$ cat src/pkg/gcp_consts.vh
// register offsets, reset values and widths for the change-irq / drive / pull-up block
// assumes a 32-bit word-addressed plain register port with byte offsets
`ifndef GCP_CONSTS_VH
`define GCP_CONSTS_VH
`define GCP_AW              8
`define GCP_DW              32
`define GCP_OFF_PIN_LEVEL   8'h00
`define GCP_OFF_IRQ_EN      8'h04
`define GCP_OFF_IRQ_DIS     8'h08
`define GCP_OFF_IRQ_MASK    8'h0c
`define GCP_OFF_IRQ_STAT    8'h10
`define GCP_OFF_OD_EN       8'h14
`define GCP_OFF_OD_DIS      8'h18
`define GCP_OFF_OD_STAT     8'h1c
`define GCP_OFF_PU_DIS      8'h20
`define GCP_OFF_PU_EN       8'h24
`define GCP_OFF_PU_STAT     8'h28
`define GCP_RST_MASK        32'h00000000
`define GCP_RST_OD          32'h00000000
`define GCP_RST_PU_ON       32'hffffffff
`define GCP_RST_ZERO        32'h00000000
`endif

$ cat src/rtl/gcp_gpio.v
// 32-line parallel io slice: pin level readout, change interrupts, open-drain and pull-up control
// assumes pad inputs synchronous to clk_sys and output data/enable supplied from elsewhere
// Contract
// - pin level register reads the sampled level of each line
// - writing ones to irq enable sets mask bits, zeros ignored
// - writing ones to irq disable clears mask bits, zeros ignored
// - mask register is read only, one means change interrupt enabled
// - status bit sets on any level change since last read or reset
// - reading status clears all bits except those with a change in the reading cycle; reset clears too
// - writing ones to open-drain enable turns open-drain on, zeros ignored
// - writing ones to open-drain disable turns open-drain off, zeros ignored
// - open-drain line drives low only; status reads one
// - push-pull line drives both levels; status reads zero
// - writing ones to pull-up disable switches pull-up off, zeros ignored
// - writing ones to pull-up enable switches pull-up on, zeros ignored
// - pull-up status reads zero when enabled, one when disabled
`timescale 1ns/1ns
`include "gcp_consts.vh"
module gcp_gpio
(
  input  wire        clk_sys,
  input  wire        arst_n,
  input  wire [7:0]  reg_addr,
  input  wire [31:0] reg_wdata,
  input  wire        reg_wr,
  input  wire        reg_rd,
  output reg  [31:0] reg_rdata,
  input  wire [31:0] line_out_data,
  input  wire [31:0] line_out_en,
  input  wire [31:0] pad_in,
  output wire [31:0] pad_out,
  output wire [31:0] pad_oe,
  output wire [31:0] pad_pullup_en,
  output wire        irq
);

  reg  [31:0] pin_sync;
  reg  [31:0] pin_level;
  reg  [31:0] irq_mask;
  reg  [31:0] irq_stat;
  reg  [31:0] od_en;
  reg  [31:0] pu_on;
  reg  [31:0] next_rdata;
  wire [31:0] change;
  wire        wr_irq_en;
  wire        wr_irq_dis;
  wire        wr_od_en;
  wire        wr_od_dis;
  wire        wr_pu_en;
  wire        wr_pu_dis;
  wire        rd_stat;

  assign wr_irq_en  = reg_wr && (reg_addr == `GCP_OFF_IRQ_EN);
  assign wr_irq_dis = reg_wr && (reg_addr == `GCP_OFF_IRQ_DIS);
  assign wr_od_en   = reg_wr && (reg_addr == `GCP_OFF_OD_EN);
  assign wr_od_dis  = reg_wr && (reg_addr == `GCP_OFF_OD_DIS);
  assign wr_pu_en   = reg_wr && (reg_addr == `GCP_OFF_PU_EN);
  assign wr_pu_dis  = reg_wr && (reg_addr == `GCP_OFF_PU_DIS);
  assign rd_stat    = reg_rd && (reg_addr == `GCP_OFF_IRQ_STAT);

  // pad sampling: first stage feeds only the second
  always @(posedge clk_sys or negedge arst_n)
  begin
    if (!arst_n)
    begin
      pin_sync  <= `GCP_RST_ZERO;
      pin_level <= `GCP_RST_ZERO;
    end
    else
    begin
      pin_sync  <= pad_in;
      pin_level <= pin_sync;
    end
  end

  reg [31:0] pin_prev;
  always @(posedge clk_sys or negedge arst_n)
  begin
    if (!arst_n)
      pin_prev <= `GCP_RST_ZERO;
    else
      pin_prev <= pin_level;
  end

  // compare held off until pin_prev holds a real sample, so a high pad at reset is no change
  reg [2:0] prev_valid;
  always @(posedge clk_sys or negedge arst_n)
  begin
    if (!arst_n)
      prev_valid <= 3'h0;
    else
      prev_valid <= {prev_valid[1:0], 1'b1};
  end

  assign change = prev_valid[2] ? (pin_level ^ pin_prev) : `GCP_RST_ZERO;

  // per-line control and status state
  genvar i;
  generate
    for (i = 0; i < 32; i = i + 1)
    begin : g_line
      always @(posedge clk_sys or negedge arst_n)
      begin
        if (!arst_n)
        begin
          irq_mask[i] <= 1'b0;
          od_en[i]    <= 1'b0;
          pu_on[i]    <= 1'b1;
          irq_stat[i] <= 1'b0;
        end
        else
        begin
          if (wr_irq_en && reg_wdata[i])
            irq_mask[i] <= 1'b1;
          else if (wr_irq_dis && reg_wdata[i])
            irq_mask[i] <= 1'b0;
          if (wr_od_en && reg_wdata[i])
            od_en[i] <= 1'b1;
          else if (wr_od_dis && reg_wdata[i])
            od_en[i] <= 1'b0;
          if (wr_pu_en && reg_wdata[i])
            pu_on[i] <= 1'b1;
          else if (wr_pu_dis && reg_wdata[i])
            pu_on[i] <= 1'b0;
          // a change in the reading cycle survives the clear
          if (change[i])
            irq_stat[i] <= 1'b1;
          else if (rd_stat)
            irq_stat[i] <= 1'b0;
        end
      end
      // open-drain: drive only when output data is low
      assign pad_oe[i]  = line_out_en[i] && (!od_en[i] || !line_out_data[i]);
      assign pad_out[i] = od_en[i] ? 1'b0 : line_out_data[i];
    end
  endgenerate

  assign pad_pullup_en = pu_on;
  assign irq = |(irq_stat & irq_mask);

  // read mux; unmapped and write-only offsets read zero
  always @*
  begin
    next_rdata = `GCP_RST_ZERO;
    case (reg_addr)
      `GCP_OFF_PIN_LEVEL: next_rdata = pin_level;
      `GCP_OFF_IRQ_MASK:  next_rdata = irq_mask;
      `GCP_OFF_IRQ_STAT:  next_rdata = irq_stat;
      `GCP_OFF_OD_STAT:   next_rdata = od_en;
      `GCP_OFF_PU_STAT:   next_rdata = ~pu_on;
      default:            next_rdata = `GCP_RST_ZERO;
    endcase
  end

  always @(posedge clk_sys or negedge arst_n)
  begin
    if (!arst_n)
      reg_rdata <= `GCP_RST_ZERO;
    else if (reg_rd)
      reg_rdata <= next_rdata;
    else
      reg_rdata <= `GCP_RST_ZERO;
  end

endmodule // gcp_gpio

$ cat config.mk
export PLATFORM = sky130hd
export DESIGN_NAME = gcp_gpio
export DESIGN_NICKNAME = d
export VERILOG_FILES = /design/src/rtl/gcp_gpio.v
export VERILOG_INCLUDE_DIRS = /design/src /design/src/pkg
export SDC_FILE = /design/constraint.sdc
export NUM_CORES = 1
export LEC_CHECK = 0
export BUFFER_PORTS_ARGS = -buffer_cell sky130_fd_sc_hd__buf_2
export CORE_ASPECT_RATIO = 0.75
export CORE_MARGIN = 2
export CORE_UTILIZATION = 35
export CTS_BUF_LIST = sky130_fd_sc_hd__clkbuf_16
export DETAILED_ROUTE_END_ITERATION = 8
export MAX_ROUTING_LAYER = met4
export PLACE_DENSITY = 0.58
export RECOVER_POWER = 100
export SYNTH_ARGS = -nofsm -noshare
export SYNTH_HDL_FRONTEND = slang
export SYNTH_SLANG_ARGS = --single-unit
$ cat constraint.sdc
create_clock -name clk_sys -period 2.31 [get_ports clk_sys]
set_clock_uncertainty 0.2 [all_clocks]
set_input_delay 0.462 -clock clk_sys [delete_from_list [all_inputs] [get_ports clk_sys]]
set_output_delay 0.462 -clock clk_sys [all_outputs]
set_load 0.01 [all_outputs]
==> flow_summary.yaml <==
global_route:
  grtUsageTotal_pct: 21.98
  grt_overflow: 0
  antenna_found_initial: 1
  grt_pass1_wl_um: 51070
  grt_pass1_vias: 8123
  grt_max_degree: 54
logic_synthesis:
  synth-simple-area-share_pct: 8.757
  syn_area_mm2: 0.01066
  synth_edf_count: 0
  synth_top_family_by_area: "compound AO/OA/AOI/OAI gates"
  postSynthCellCount: 848
  synth_xor_area_share_pct: 2.629
  synth_compound_area_share_pct: 23.01
  synthesis.nets: 988
  synth_flop_cell: "dfrtp_1"
  synthMuxAreaShare_pct: 1.761
  async_reset_ff_share_pct: 100.0
  synth-seq-cells: 259
  yosysUniqueCellTypes: 40
  ys_seq_area_share_pct: 61.18
  yosys_warnings: 0
  synthAdderAreaFrac_pct: 0
  synth.avg_cell_area_um2: 12.57
setup_path:
  r2r-end: "irq_stat[25]$_DFFE_PN0P_"
  crit_fanout: 3
  critPathRequiredTime_ps: 1650
  r2r_slack_ps: 800
  cp-startpoint: "irq_stat[28]$_DFFE_PN0P_"
  crit_type: "flop to output port"
  r2r-start: "prev_valid[2]$_DFF_PN0_"
  crit_path_start_kind: "flop"
  arrival_ps: 2120
  r2r_cells: 2
  cp-end-kind: "output port"
cts:
  ctsLongestPathBuffers: 3
  clockRootBuffer: "clkbuf_16"
  clock-sinks: 259
  htreeDepth: 1
  cts_tree: "built"
  path_clk_slew_ps: 60
  worst_skew_pair.late_latency_ps: 540
  cts_made_buffers: 27
drt:
  drc: 0
  vias: 8545
  wl_per_cell_um: 21.13
  met1_length_um: 16390
  totalWireLength_um: 34340
  met3_length_um: 2523
  first_iter_violations: 665
  wl_met2_um: 14780
  top_layer: "met4"
  firstDrtPassIters: 7
  viasPerCell: 5.258
  drtAntennaViolNets: 0
timing:
  relSlewSlack_pct: 8.907
  setup_viol: 16
  period_share_pct: 120.3
  rsz0062_at_grt: "yes"
  hold_viol: 0
  finalWorstSetupSlack_ps: -469.7
  holdWs_ps: 18.69
  period_needed_ps: 2780
  tightest_slew_ps: 1366
  slew_violations: 0
  fmax_ghz: 0.3598
min_path:
  holdPathEnd: "od_en[10]$_DFFE_PN0P_"
  hold_class: "input pin to flop"
  min_from: "reg_wdata[10]"
  hold_depth: 2
floorplan:
  start_util_pct: 35.44
  fp.dieH_um: 155.1
  dieWidth_um: 205.5
  num_rows: 55
  core_area_mm2: 0.03007
  pin_count: 269
  dieArea_mm2: 0.03188
power_and_ir_drop:
  leakage_nw: 6.131
  cellPowerDensity_mw_per_mm2: 695.7
  ir_worst_vdd_mv: 0.5940
finish:
  drive_gt1_share_pct: 32.33
  layout_commonest_cell: "dfrtp_1"
  final_net_count: 1346
  mostFrequentLayoutCells: "226 x dfrtp_1, 224 x buf_2, 147 x a22o_1"
  area_growth_pct: 31.65
place:
  numPortBuffers: 268
  dp_hpwl_um: 24710
  gp_congestion: 0.8445
  pre_cts_ws_ps: -182.4
run:
  cap_viol_max_count: 0
status:
  violations: "setup timing"
  outcome: "complete, but fails checks"
==> cell type report <==
class	instances	area, um2
clock buffers	27	675.6
repair buffers	385	2287
multi-input cells	527	3905
inverters	6	22.52
diodes	1	2.502
clock inverters	21	117.6
fillers	2783	16040
flip-flops and latches	259	6523
well taps	399	499.2
==> synth_stat cells (all sizes together), types with 2 or more instances <==
master,count,share of area [%]
mux2i,12,1.1
o32ai,5,0.41
mux2,6,0.63
nor2b,32,1.9
dfstp,32,7.9
nor4,3,0.29
o22a,21,1.7
o32a,6,0.56
or4,2,0.14
a221oi,5,0.41
or4b,3,0.32
inv,6,0.21
a211oi,26,2.8
nor2,4,0.14
nand2,117,4.1
clkbuf,43,1.5
a22oi,37,2.6
nand4,4,0.23
nand3,8,0.38
a21boi,32,2.3
nor3,15,0.80
buf,13,0.90
dfrtp,227,53
xor2,32,2.6
a22o,147,12
==> critical path: stages (launching register included) <==
cell,delay [ps]
dfrtp_2,440
a22oi_2,270
nand4_1,170
or4_4,560
buf_6,140
==> cells by family after synthesis <==
logic type                after synthesis
AOI/OAI and AO/OA                     282
xor gates and xnor gates               32
buffers and inverters                  62
DFF                                   259
muxes                                  18
other                                   1
and+or+nand+nor                       194
==> power by group <==
group          switching [W]  internal, W  leakage, nW
Sequential          0.000162      0.00473         3.10
Combinational       0.000467     0.000427         2.61
Clock                0.00175      0.00222        0.426
==> per-stage QoR <==
| stage | instances | area [um2] | util (%) | power (W) | setup TNS, ps |
|---|---|---|---|---|---|
| floorplan | 848 | 10680 | - | 0.005269 | -283.1 |
| global placement | 1540 | 13180 | 43.82 | 0.005827 | -2602 |
| finish | 1625 | 14030 | 46.66 | 0.009762 | -585.0 |
| detailed placement | 1540 | 13180 | 43.82 | 0.005839 | -4218 |
| CTS | 1623 | 14360 | 47.76 | 0.009899 | -442.2 |
| global route | 1625 | 14030 | 46.66 | 0.01017 | -8973 |
==> layer usage <==
metal  track usage [%]  vias up
met4             4.419        0
met3             4.210       43
met5                 -        -
li1                  -     3879
met1             32.20     4264
met2             31.79      359
==> worst max-delay path by stage <==
stage	to	slack, ps	cells after the start
2_1_floorplan	reg_rdata[13]$_DFF_PN0_	-20	8
3_3_place_gp	reg_rdata[1]$_DFF_PN0_	-180	6
3_5_place_dp	reg_rdata[1]$_DFF_PN0_	-180	7
4_1_cts	irq	-440	5
5_1_grt	irq	-500	4
6_report	irq	-470	4
==> state kept, by name, indices dropped and copies added, names as in the netlist <==
name           cells
irq_mask          32
irq_stat          32
od_en             32
pad_pullup_en     32
pin_level         32
pin_prev          32
pin_sync          32
prev_valid         3
reg_rdata         32
==> repair_timing <==
action / 4_1_cts / 5_1_grt
pin swaps: 2 / 4
endpoints found under the setup margin: 2 / 1
setup buffers: 1 / 1
gates cloned: 0 / 0
gates resized for setup: 9 / 4
hold buffers: 34 / 0
endpoints found under the hold margin: 78 / 0
Note: power is estimated with default switching activity, not from simulation.
